$ cat src/ethernet_mac_phy_config_consts.svh
// offsets, field positions, reset values and masks of the mac/phy configuration bank
`ifndef ETHERNET_MAC_PHY_CONFIG_CONSTS_SVH
`define ETHERNET_MAC_PHY_CONFIG_CONSTS_SVH

`define MAC1_CONTROL_OFS    12'h904
`define MAC2_CONTROL_OFS    12'h908
`define PHY_CONTROL0_OFS    12'hB00
`define PHY_CONTROL1_OFS    12'hB04
`define PHY_ID_LOW_OFS      12'hB08
`define PHY_ID_HIGH_OFS     12'hB0C
`define PHY_STATUS_OFS      12'hB10

`define MAC1_WRITABLE       16'h06FF
`define MAC2_WRITABLE       16'h0EFC
`define PHY_WRITABLE        16'hFFFF

`define MAC_CONTROL_RESET   16'h0000
`define PHY_CONTROL0_RESET  16'h2039
`define PHY_CONTROL1_RESET  16'h0000
`define PHY_ID_RESET        16'h0000

`define WE_SHIFT            16
`define RESP_OKAY           2'h0
`define RESP_DECERR         2'h3

`endif

$ cat src/ethernet_mac_phy_config_pkg.sv
// types carried by the mac/phy configuration bank
`default_nettype none
package ethernet_mac_phy_config_pkg;
    typedef struct packed {
        logic       internal_path_sel;
        logic       external_clk_sel;
        logic       reduced_if_sel;
        logic       reduced_clk_rate;
        logic [2:0] interface_type;
        logic       pause_request;
        logic       speed;
        logic       rx_delay_en;
        logic       tx_delay_en;
    } mac_cfg_s;

    typedef struct packed {
        logic       ref_clk_sel;
        logic       clk_freq_50;
        logic       auto_crossover_en;
        logic       oe_active_high;
        logic       fibre_mode_en;
        logic       converter_bypass;
        logic       pll_bypass;
        logic       smii_source_sync;
        logic [1:0] mii_interface;
        logic [2:0] phy_mode;
        logic       powerup_reset_default;
        logic       power_down_default;
        logic       phy_enable;
        logic [5:0] status_polarity;
        logic       reduced_mii_mode;
        logic       speed_10;
        logic [4:0] mgmt_address;
        logic [2:0] phy_nextpage_code;
        logic [21:0] phy_identifier;
        logic [5:0] phy_model_number;
        logic [3:0] phy_revision_number;
    } phy_cfg_s;

    typedef struct packed {
        logic speed100;
        logic speed10;
        logic duplex;
        logic rx_active;
        logic link_up;
        logic tx_active;
        logic powerup_reset;
    } phy_stat_s;
endpackage : ethernet_mac_phy_config_pkg
`default_nettype wire

$ cat src/ethernet_mac_phy_config.sv
// axi4-lite register bank driving mac and phy configuration sideband
`include "ethernet_mac_phy_config_consts.svh"
`default_nettype none
module ethernet_mac_phy_config #(
    parameter int ADDR_W = 12
) (
    input  wire logic                                   aclk,
    input  wire logic                                   aresetn,
    input  wire logic [ADDR_W-1:0]                      s_axi_awaddr,
    input  wire logic [2:0]                             s_axi_awprot,
    input  wire logic                                   s_axi_awvalid,
    output logic                                        s_axi_awready,
    input  wire logic [31:0]                            s_axi_wdata,
    input  wire logic [3:0]                             s_axi_wstrb,
    input  wire logic                                   s_axi_wvalid,
    output logic                                        s_axi_wready,
    output logic [1:0]                                  s_axi_bresp,
    output logic                                        s_axi_bvalid,
    input  wire logic                                   s_axi_bready,
    input  wire logic [ADDR_W-1:0]                      s_axi_araddr,
    input  wire logic [2:0]                             s_axi_arprot,
    input  wire logic                                   s_axi_arvalid,
    output logic                                        s_axi_arready,
    output logic [31:0]                                 s_axi_rdata,
    output logic [1:0]                                  s_axi_rresp,
    output logic                                        s_axi_rvalid,
    input  wire logic                                   s_axi_rready,
    input  wire ethernet_mac_phy_config_pkg::phy_stat_s phy_status_in,
    output ethernet_mac_phy_config_pkg::mac_cfg_s       mac1_cfg,
    output ethernet_mac_phy_config_pkg::mac_cfg_s       mac2_cfg,
    output ethernet_mac_phy_config_pkg::phy_cfg_s       phy_cfg
);
    // only the low half of each word is stored
    logic [15:0]       mac1_control_reg;
    logic [15:0]       mac2_control_reg;
    logic [15:0]       phy_control0_reg;
    logic [15:0]       phy_control1_reg;
    logic [15:0]       phy_identifier_low_reg;
    logic [15:0]       phy_identifier_high_reg;
    logic [6:0]        phy_status_word_reg;

    // bus handshake state
    logic              awready_reg;
    logic              wready_reg;
    logic              aw_held_reg;
    logic              w_held_reg;
    logic [ADDR_W-1:0] waddr_reg;
    logic [31:0]       wdata_reg;
    logic [3:0]        wstrb_reg;
    logic              bvalid_reg;
    logic [1:0]        bresp_reg;
    logic              arready_reg;
    logic              rvalid_reg;
    logic [31:0]       rdata_reg;
    logic [1:0]        rresp_reg;

    // handshake qualifiers
    wire               aw_take = s_axi_awvalid && awready_reg;
    wire               w_take = s_axi_wvalid && wready_reg;
    wire               ar_take = s_axi_arvalid && arready_reg;
    wire               do_write = aw_held_reg && w_held_reg && !bvalid_reg;
    wire [31:0]        lane_mask = {{8{wstrb_reg[3]}},
                                    {8{wstrb_reg[2]}},
                                    {8{wstrb_reg[1]}},
                                    {8{wstrb_reg[0]}}};
    wire [11:0]        wofs = {waddr_reg[11:2], 2'h0};
    wire [11:0]        rofs = {s_axi_araddr[11:2], 2'h0};

    // write-enable halves only count on lanes that were really strobed
    wire [15:0]        masked_we = wdata_reg[31:16] & lane_mask[31:16]
                                   & lane_mask[15:0];
    // phy words have no enable half: strobes alone decide
    wire [15:0]        plain_we = lane_mask[15:0];

    // write decode ignores address bits 1:0
    wire               hit_mac1_w = do_write && (wofs == `MAC1_CONTROL_OFS);
    wire               hit_mac2_w = do_write && (wofs == `MAC2_CONTROL_OFS);
    wire               hit_phy0_w = do_write && (wofs == `PHY_CONTROL0_OFS);
    wire               hit_phy1_w = do_write && (wofs == `PHY_CONTROL1_OFS);
    wire               hit_id_lo_w = do_write && (wofs == `PHY_ID_LOW_OFS);
    wire               hit_id_hi_w = do_write && (wofs == `PHY_ID_HIGH_OFS);
    wire               hit_stat_w = do_write && (wofs == `PHY_STATUS_OFS);

    wire               write_mapped = hit_mac1_w || hit_mac2_w
                                      || hit_phy0_w || hit_phy1_w
                                      || hit_id_lo_w || hit_id_hi_w
                                      || hit_stat_w;

    // bits outside the writable mask stay zero whatever is written
    function automatic logic [15:0] merge(
        input logic [15:0] old,
        input logic [15:0] data,
        input logic [15:0] we,
        input logic [15:0] writable
    );
        merge = ((old & ~we) | (data & we)) & writable;
    endfunction : merge

    // mac words honour the enable half, phy words do not
    wire [15:0]        mac1_control_next = merge(mac1_control_reg, wdata_reg[15:0], masked_we, `MAC1_WRITABLE);
    wire [15:0]        mac2_control_next = merge(mac2_control_reg, wdata_reg[15:0], masked_we, `MAC2_WRITABLE);

    wire [15:0]        phy_control0_next = merge(phy_control0_reg, wdata_reg[15:0], plain_we, `PHY_WRITABLE);
    wire [15:0]        phy_control1_next = merge(phy_control1_reg, wdata_reg[15:0], plain_we, `PHY_WRITABLE);
    wire [15:0]        phy_id_low_next = merge(phy_identifier_low_reg, wdata_reg[15:0], plain_we, `PHY_WRITABLE);
    wire [15:0]        phy_id_high_next = merge(phy_identifier_high_reg, wdata_reg[15:0], plain_we, `PHY_WRITABLE);

    // read decode; upper halves and reserved bits come back as zero
    wire               hit_mac1_r = (rofs == `MAC1_CONTROL_OFS);
    wire               hit_mac2_r = (rofs == `MAC2_CONTROL_OFS);
    wire               hit_phy0_r = (rofs == `PHY_CONTROL0_OFS);
    wire               hit_phy1_r = (rofs == `PHY_CONTROL1_OFS);
    wire               hit_id_lo_r = (rofs == `PHY_ID_LOW_OFS);
    wire               hit_id_hi_r = (rofs == `PHY_ID_HIGH_OFS);
    wire               hit_stat_r = (rofs == `PHY_STATUS_OFS);

    wire               read_mapped = hit_mac1_r || hit_mac2_r
                                     || hit_phy0_r || hit_phy1_r
                                     || hit_id_lo_r || hit_id_hi_r
                                     || hit_stat_r;

    wire [31:0]        read_word = ({32{hit_mac1_r}} & {16'h0000, mac1_control_reg})
                                 | ({32{hit_mac2_r}} & {16'h0000, mac2_control_reg})
                                 | ({32{hit_phy0_r}} & {16'h0000, phy_control0_reg})
                                 | ({32{hit_phy1_r}} & {16'h0000, phy_control1_reg})
                                 | ({32{hit_id_lo_r}} & {16'h0000, phy_identifier_low_reg})
                                 | ({32{hit_id_hi_r}} & {16'h0000, phy_identifier_high_reg})
                                 | ({32{hit_stat_r}} & {25'h0000000, phy_status_word_reg});

    // write channel: address and data taken in either order, one write in flight
    wire               b_done = bvalid_reg && s_axi_bready;
    wire               r_done = rvalid_reg && s_axi_rready;

    // address side stays closed until the response is taken
    always_ff @(posedge aclk) begin
        if (!aresetn) begin
            awready_reg <= 1'b1;
            aw_held_reg <= 1'b0;
            waddr_reg   <= '0;
        end else begin
            if (aw_take) begin
                awready_reg <= 1'b0;
                aw_held_reg <= 1'b1;
                waddr_reg   <= s_axi_awaddr;
            end
            if (do_write) begin
                aw_held_reg <= 1'b0;
            end
            if (b_done) begin
                awready_reg <= 1'b1;
            end
        end
    end

    // data side mirrors it so either may arrive first
    always_ff @(posedge aclk) begin
        if (!aresetn) begin
            wready_reg <= 1'b1;
            w_held_reg <= 1'b0;
            wdata_reg  <= 32'h00000000;
            wstrb_reg  <= 4'h0;
        end else begin
            if (w_take) begin
                wready_reg <= 1'b0;
                w_held_reg <= 1'b1;
                wdata_reg  <= s_axi_wdata;
                wstrb_reg  <= s_axi_wstrb;
            end
            if (do_write) begin
                w_held_reg <= 1'b0;
            end
            if (b_done) begin
                wready_reg <= 1'b1;
            end
        end
    end

    // bvalid also blocks a second commit
    always_ff @(posedge aclk) begin
        if (!aresetn) begin
            bvalid_reg <= 1'b0;
            bresp_reg  <= `RESP_OKAY;
        end else begin
            if (do_write) begin
                bvalid_reg <= 1'b1;
                bresp_reg  <= write_mapped ? `RESP_OKAY : `RESP_DECERR;
            end
            if (b_done) begin
                bvalid_reg <= 1'b0;
            end
        end
    end

    // registers; the status word is read-only so a write there is accepted and dropped
    always_ff @(posedge aclk) begin
        if (!aresetn) begin
            mac1_control_reg <= `MAC_CONTROL_RESET;
        end else if (hit_mac1_w) begin
            mac1_control_reg <= mac1_control_next;
        end
    end

    always_ff @(posedge aclk) begin
        if (!aresetn) begin
            mac2_control_reg <= `MAC_CONTROL_RESET;
        end else if (hit_mac2_w) begin
            mac2_control_reg <= mac2_control_next;
        end
    end

    always_ff @(posedge aclk) begin
        if (!aresetn) begin
            phy_control0_reg <= `PHY_CONTROL0_RESET;
        end else if (hit_phy0_w) begin
            phy_control0_reg <= phy_control0_next;
        end
    end

    always_ff @(posedge aclk) begin
        if (!aresetn) begin
            phy_control1_reg <= `PHY_CONTROL1_RESET;
        end else if (hit_phy1_w) begin
            phy_control1_reg <= phy_control1_next;
        end
    end

    always_ff @(posedge aclk) begin
        if (!aresetn) begin
            phy_identifier_low_reg <= `PHY_ID_RESET;
        end else if (hit_id_lo_w) begin
            phy_identifier_low_reg <= phy_id_low_next;
        end
    end

    always_ff @(posedge aclk) begin
        if (!aresetn) begin
            phy_identifier_high_reg <= `PHY_ID_RESET;
        end else if (hit_id_hi_w) begin
            phy_identifier_high_reg <= phy_id_high_next;
        end
    end

    // status is sampled every cycle, so a read shows it one cycle old
    always_ff @(posedge aclk) begin
        if (!aresetn) begin
            phy_status_word_reg <= 7'h00;
        end else begin
            phy_status_word_reg <= phy_status_in;
        end
    end

    // read channel: answer registered one cycle after the address is taken
    always_ff @(posedge aclk) begin
        if (!aresetn) begin
            arready_reg <= 1'b1;
        end else if (ar_take) begin
            arready_reg <= 1'b0;
        end else if (r_done) begin
            arready_reg <= 1'b1;
        end
    end

    // read data stands until rready
    always_ff @(posedge aclk) begin
        if (!aresetn) begin
            rvalid_reg <= 1'b0;
            rdata_reg  <= 32'h00000000;
            rresp_reg  <= `RESP_OKAY;
        end else if (ar_take) begin
            rvalid_reg <= 1'b1;
            rdata_reg  <= read_word;
            rresp_reg  <= read_mapped ? `RESP_OKAY : `RESP_DECERR;
        end else if (r_done) begin
            rvalid_reg <= 1'b0;
        end
    end

    // bus outputs are the handshake flops
    assign s_axi_awready = awready_reg;
    assign s_axi_wready  = wready_reg;
    assign s_axi_bvalid  = bvalid_reg;
    assign s_axi_bresp   = bresp_reg;
    assign s_axi_arready = arready_reg;
    assign s_axi_rvalid  = rvalid_reg;
    assign s_axi_rdata   = rdata_reg;
    assign s_axi_rresp   = rresp_reg;

    // sideband fields straight from register bits, except fields tied to zero where a mac lacks them
    // first mac has no internal-phy path
    assign mac1_cfg.internal_path_sel = 1'b0;
    assign mac1_cfg.external_clk_sel  = mac1_control_reg[10];
    assign mac1_cfg.reduced_if_sel    = mac1_control_reg[9];
    assign mac1_cfg.reduced_clk_rate  = mac1_control_reg[7];
    assign mac1_cfg.interface_type    = mac1_control_reg[6:4];
    assign mac1_cfg.pause_request     = mac1_control_reg[3];
    assign mac1_cfg.speed             = mac1_control_reg[2];
    assign mac1_cfg.rx_delay_en       = mac1_control_reg[1];
    assign mac1_cfg.tx_delay_en       = mac1_control_reg[0];

    // second mac: path selects present, delay lines absent
    assign mac2_cfg.internal_path_sel = mac2_control_reg[11];
    assign mac2_cfg.external_clk_sel  = mac2_control_reg[10];
    assign mac2_cfg.reduced_if_sel    = mac2_control_reg[9];
    assign mac2_cfg.reduced_clk_rate  = mac2_control_reg[7];
    assign mac2_cfg.interface_type    = mac2_control_reg[6:4];
    assign mac2_cfg.pause_request     = mac2_control_reg[3];
    assign mac2_cfg.speed             = mac2_control_reg[2];
    // no delay lines on the second mac
    assign mac2_cfg.rx_delay_en       = 1'b0;
    assign mac2_cfg.tx_delay_en       = 1'b0;

    // a mismatch between bits 15 and 14 is passed through unchanged, not corrected
    assign phy_cfg.ref_clk_sel           = phy_control0_reg[15];
    assign phy_cfg.clk_freq_50           = phy_control0_reg[14];
    assign phy_cfg.auto_crossover_en     = phy_control0_reg[13];
    assign phy_cfg.oe_active_high        = phy_control0_reg[12];
    assign phy_cfg.fibre_mode_en         = phy_control0_reg[11];
    assign phy_cfg.converter_bypass      = phy_control0_reg[10];
    assign phy_cfg.pll_bypass            = phy_control0_reg[9];
    assign phy_cfg.smii_source_sync      = phy_control0_reg[8];
    assign phy_cfg.mii_interface         = phy_control0_reg[7:6];
    assign phy_cfg.phy_mode              = phy_control0_reg[5:3];
    assign phy_cfg.powerup_reset_default = phy_control0_reg[2];
    assign phy_cfg.power_down_default    = phy_control0_reg[1];
    assign phy_cfg.phy_enable            = phy_control0_reg[0];

    // address uniqueness is left to software
    assign phy_cfg.status_polarity       = phy_control1_reg[15:10];
    assign phy_cfg.reduced_mii_mode      = phy_control1_reg[9];
    assign phy_cfg.speed_10              = phy_control1_reg[8];
    assign phy_cfg.mgmt_address          = phy_control1_reg[7:3];
    assign phy_cfg.phy_nextpage_code     = phy_control1_reg[2:0];

    // identifier spans both id words
    assign phy_cfg.phy_identifier        = {phy_identifier_high_reg[5:0], phy_identifier_low_reg};
    assign phy_cfg.phy_model_number      = phy_identifier_high_reg[11:6];
    assign phy_cfg.phy_revision_number   = phy_identifier_high_reg[15:12];

    // protection and byte offset carry no meaning here
    wire unused_ok = &{1'b0,
                       s_axi_awprot,
                       s_axi_arprot,
                       waddr_reg,
                       s_axi_araddr[1:0]};
endmodule : ethernet_mac_phy_config
`default_nettype wire

$ cat config.mk
export PLATFORM = sky130hd
export DESIGN_NAME = ethernet_mac_phy_config
export DESIGN_NICKNAME = d
export VERILOG_FILES = /design/src/ethernet_mac_phy_config_pkg.sv /design/src/ethernet_mac_phy_config.sv
export VERILOG_INCLUDE_DIRS = /design/src /design/src/src
export SDC_FILE = /design/constraint.sdc
export NUM_CORES = 1
export LEC_CHECK = 0
export ABC_AREA = 1
export BUFFER_PORTS_ARGS = -buffer_cell sky130_fd_sc_hd__buf_4
export CORE_ASPECT_RATIO = 0.5
export CORE_UTILIZATION = 47
export DETAILED_ROUTE_END_ITERATION = 8
export PLACE_DENSITY = 0.77
export REMOVE_ABC_BUFFERS = 1
export SETUP_SLACK_MARGIN = 0.1
export SYNTH_ARGS = -nofsm -noshare
export SYNTH_HDL_FRONTEND = slang
export SYNTH_SLANG_ARGS = --single-unit
export TNS_END_PERCENT = 30
$ cat constraint.sdc
create_clock -name aclk -period 1.4 [get_ports aclk]
set_clock_uncertainty 0.1 [all_clocks]
set_input_delay 0.07 -clock aclk [delete_from_list [all_inputs] [get_ports aclk]]
set_output_delay 0.07 -clock aclk [all_outputs]
set_load 0.05 [all_outputs]
# [Word level (Yosys, flattened, before mapping)]
# Cells that the tools add are included.
# W data, S select, Z words.
[word_totals] register_bits=177 input_bits=80 output_inout_bits=127
[classes] eq_ne=14 n_mux=6 bitwise_logic=32 n_reduce_logical=30
[op_table] operator="$or A32 B32 Y32" n=6
[op_table] operator="$eq A10 B10 Y1 const B" n=14
[op_table] operator="$and A32 B16 Y32" n=4
[op_table] operator="$and A16 B16 Y16" n=5
[op_table] operator="$or A16 B16 Y16" n=4
[op_table] operator="$and A12 B12 Y12" n=4
[op_table] operator="$and A32 B11 Y32" n=1
[op_table] operator="$and A32 B12 Y32" n=1
[op_table] operator="$and A32 B7 Y32" n=1
[op_table] operator="$not A16 Y16" n=1
[op_table] operator="$logic_and A1 B1 Y1" n=14
[op_table] operator="$logic_or A1 B1 Y1" n=12
[op_table] operator="$not A12 Y12" n=1
[op_table] operator="$or A12 B12 Y12" n=1
[op_table] operator="$and A11 B11 Y11" n=1
[op_table] operator="$or A11 B11 Y11" n=1
[op_table] operator="$mux W1" n=4
[op_table] operator="$mux W2" n=2
[op_table] operator="$reduce_or A2 Y1" n=2
[op_table] operator="$reduce_bool A2 Y1" n=1
[op_table] operator="$logic_not A1 Y1" n=1
[op_table] operator="$not A1 Y1" n=1

# [Depth between registers and ports, before layout]
[depth] word_depth=10 depth_mapped=11

# [Worst setup path after synthesis]
# OpenSTA, ideal clock, no wires.
[synth_path] path_kind="reg2reg" startpoint="register arready_reg (netlist: s_axi_arready)" endpoint="register rdata_reg[10] (netlist: s_axi_rdata[10])" setup_ns=0.070 t_arrival_ns=1.577 t_required_ns=1.230 slack_ns=-0.347 stages_incl_launch_ff=7 path_buffers=2 path_cell_list="dfxtp_1 > nand2_1 > inv_1 > buf_2 > clkbuf_1 > o21ai_0 > a21oi_1"
[synth_between] elab_chain_cells=1
[synth_rtl] item="start, declared" line_no="ethernet_mac_phy_config.sv:52" source="logic arready_reg;"
[synth_rtl] item="start signal, assigned" line_no="ethernet_mac_phy_config.sv:255" source="arready_reg <= 1'b1;"
[synth_rtl] item="start signal, assigned" line_no="ethernet_mac_phy_config.sv:257" source="arready_reg <= 1'b0;"
[synth_rtl] item="start signal, assigned" line_no="ethernet_mac_phy_config.sv:259" source="arready_reg <= 1'b1;"
[synth_rtl] item="$logic_and A1 B1 Y1" line_no="ethernet_mac_phy_config.sv:60" source="wire ar_take = s_axi_arvalid && arready_reg;"
[synth_rtl] item="end signal, assigned" line_no="ethernet_mac_phy_config.sv:271" source="rdata_reg <= read_word;"
[synth_rtl] item="end, declared" line_no="ethernet_mac_phy_config.sv:54" source="logic [31:0] rdata_reg;"
# No other way between the ends.
# A chain may end at the register's enable or synchronous reset.

==> results by group <==
Hold path
  – HP Class: input port to register
  – Hold depth: 6

Place
  – Placed Instance Area: between 8000 and 9000 um2
  – DP HPWL: 15300 um
  – GPL Wtd Cong: 0.886
  – Port Buffers: 172

Synth
  – Number of enable flip-flop cells after synthesis: 0
  – Top FF cell, synth: dfxtp_1
  – Yosys reg bits: 156
  – Post-synth top area share: 0.449
  – Average size of a mapped cell: 6.92 um2
  – Ys Warns: 0
  – Cell variety after synth: 27
  – Largest area contributor in the netlist: dfxtp_1
  – Top cells by area, synth: dfxtp_1, nor2_1, o21ai_0
  – Sequential-to-total area share from yosys stat: 0.449
  – Ys async rst share: 0
  – Most numerous cell in the Yosys netlist: nor2_1
  – Netlist Area Pre-Place: 6960 um2
  – Synthesized netlist cell count: 1006
  – Commonest cells in the synthesized netlist: nor2_1, dfxtp_1, nand2_1, o21ai_0, nand3_1

Detailed routing
  – Post-DR vias/cell: 5.33
  – ANT nets after route: 0
  – Starting DRT DRC Count: 917
  – Vias post-DR: ~8000
  – Avg WL per Cell: 16.6 um
  – DRT Pass-1 Iters: 5
  – # DRC: 0
  – Final wirelength: roughly 25000 um

Cells and area
  – Layout area overhead: 48.8%
  – Share of cells above drive strength 1: 0.293
  – Design Area, Final: 10400 um2
  – Layout fillers: 1064
  – Layout Utilization: 0.716
  – # nets final: 1350

GRT
  – GR Overflow Total: 0
  – Initial antenna violation count: 0
  – Largest net degree at the start of global routing: 90
  – Vias in the first global route: 7174
  – Global Route Usage Sum: 0.309
  – First-pass GRT wire length: 36700 um

Timing
  – Final period util: 1.13
  – Final Setup Violations: 84
  – Count of pins over their slew limit: 0
  – Slew @ Worst Pin: 0.588 ns
  – Final Hold Fails: 0
  – Post-layout min period: 1.59 ns
  – Worst slew margin: 0.607
  – RSZ-0062 raised after global routing: yes
  – Max Fclk: 629 MHz
  – Final WS setup: -0.189 ns

Run status
  – Status: finished with violations
  – Failing checks: negative setup slack

Critical path
  – Crit path launch type: register
  – Required time of the critical path: 1.66 ns
  – Critical Path Sink Type: register
  – Register-to-Register Path Depth: 8
  – Crit path arrival time: 1.85 ns
  – CP Max Fanout: 13
  – WS Path Type: register to register

Floorplan
  – Die ar.: 15300 um2
  – Die height: 88.0 um
  – Core area: 14500 um2
  – Initial Utilization: 0.481
  – Num rows: 31
  – Top Ports: 207
  – Die X: 174 um

Clock tree
  – Clk sinks: 156
  – Worst-Skew Late Latency: 0.43 ns
  – TritonCTS clock tree: built
  – CTS Root Cell: clkbuf_16
  – CTS Buf Count: 17
  – Longest Clk Path Bufs: 2
  – Clock-pin slew on the worst setup and hold paths: 0.06 ns
  – CTS H-tree depth: 4

Job
  – Max cap viols: 0

Power and ir drop
  – Peak VDD IR: 0.739 mV
  – Leak: 4.91 nW
  – Pwr/cell area: 1040 nW/um2
  – Total power: about 11 mW
[through the flow]
step           worst slack (ns)  cells  hold slack, ns  setup TNS, ns
2_1_floorplan            -0.776    957          0.0389         -42.77
3_3_place_gp             -0.151   1379           0.158          -6.27
3_5_place_dp             -0.254   1379           0.167          -9.88
4_1_cts                  -0.149   1473        0.000288          -6.51
5_1_grt                  -0.264   1480          0.0478         -16.36
6_report                 -0.189   1481         0.00897         -10.34
[placed cells by master (no fill, tap or decap), drive strengths merged]
cell type / count
bufinv: 2
clkinv: 7
nand4: 5
o211ai: 5
dfxtp: 156
or2: 1
and2b: 1
nand3: 93
nand2: 161
buf: 235
a21boi: 1
conb: 19
o21ai: 120
a21oi: 27
clkinvlp: 3
nor3: 19
inv: 65
nor2: 288
clkbuf: 18
dlygate4sd3: 56
diode: 1
[critical path, cell delays in order (launching register included)]
cell and delay (ns):
dfxtp_1 0.37, nand3_4 0.13, nor2_4 0.16, buf_6 0.15
nand3_2 0.12, buf_12 0.19, nor2_1 0.10, o21ai_0 0.10
nor2_1 0.11
[per-layer routing]
layer / global-route usage / wire [um]
met5: 0.0149 / 0
met2: 0.505 / 11200
met1: 0.398 / 10100
met3: 0.0660 / 2620
met4: 0.141 / 640
[final timing paths]
check	startpoint	slack, ns	to
max reg2reg	w_held_reg	-0.19	register
min reg2reg	wdata_reg[21]	0.39	wdata_reg[21]
min	s_axi_araddr[10]	0.009	s_axi_rdata[0]
max	w_held_reg	-0.19	register
[power breakdown]
group | switching [mW] | internal, mW
Sequential | 0.183 | 4.61
Combinational | 0.863 | 0.551
Clock | 1.91 | 2.67
Total | 2.96 | 7.83
[cell families (layout without fill, tap and decap cells)]
kind of cell / Yosys count / after routing / share of synthesized area
AND/OR/NAND/NOR: 565 / 568 / 0.347
other: 1 / 20 / 0.000539
buffers and inverters: 131 / 386 / 0.0915
flip-flops: 156 / 156 / 0.449
AO/OA/AOI/OAI: 153 / 153 / 0.112
[cell type report]
class / count / area, um2 / share of cell area
Multi-Input combinational cell: 740 / 3630 / 0.350
Sequential cell: 156 / 3140 / 0.303
Timing Repair Buffer: 291 / 2520 / 0.243
Clock buffer: 18 / 439 / 0.0424
Tap cell: 198 / 248 / 0.0239
Inverter: 64 / 240 / 0.0232
Clock inverter: 13 / 145 / 0.0140
Antenna cell: 1 / 2.50 / 0.000242
[timing repair]
item	in CTS	in global routing
hold buffers	56	0
hold endpoints to repair	60	0
pin swaps	12	20
setup buffers	5	5
endpoints found under the setup margin	85	118
gates resized for setup	53	81
cloned	2	2
Note: power is estimated with default switching activity, not from simulation.
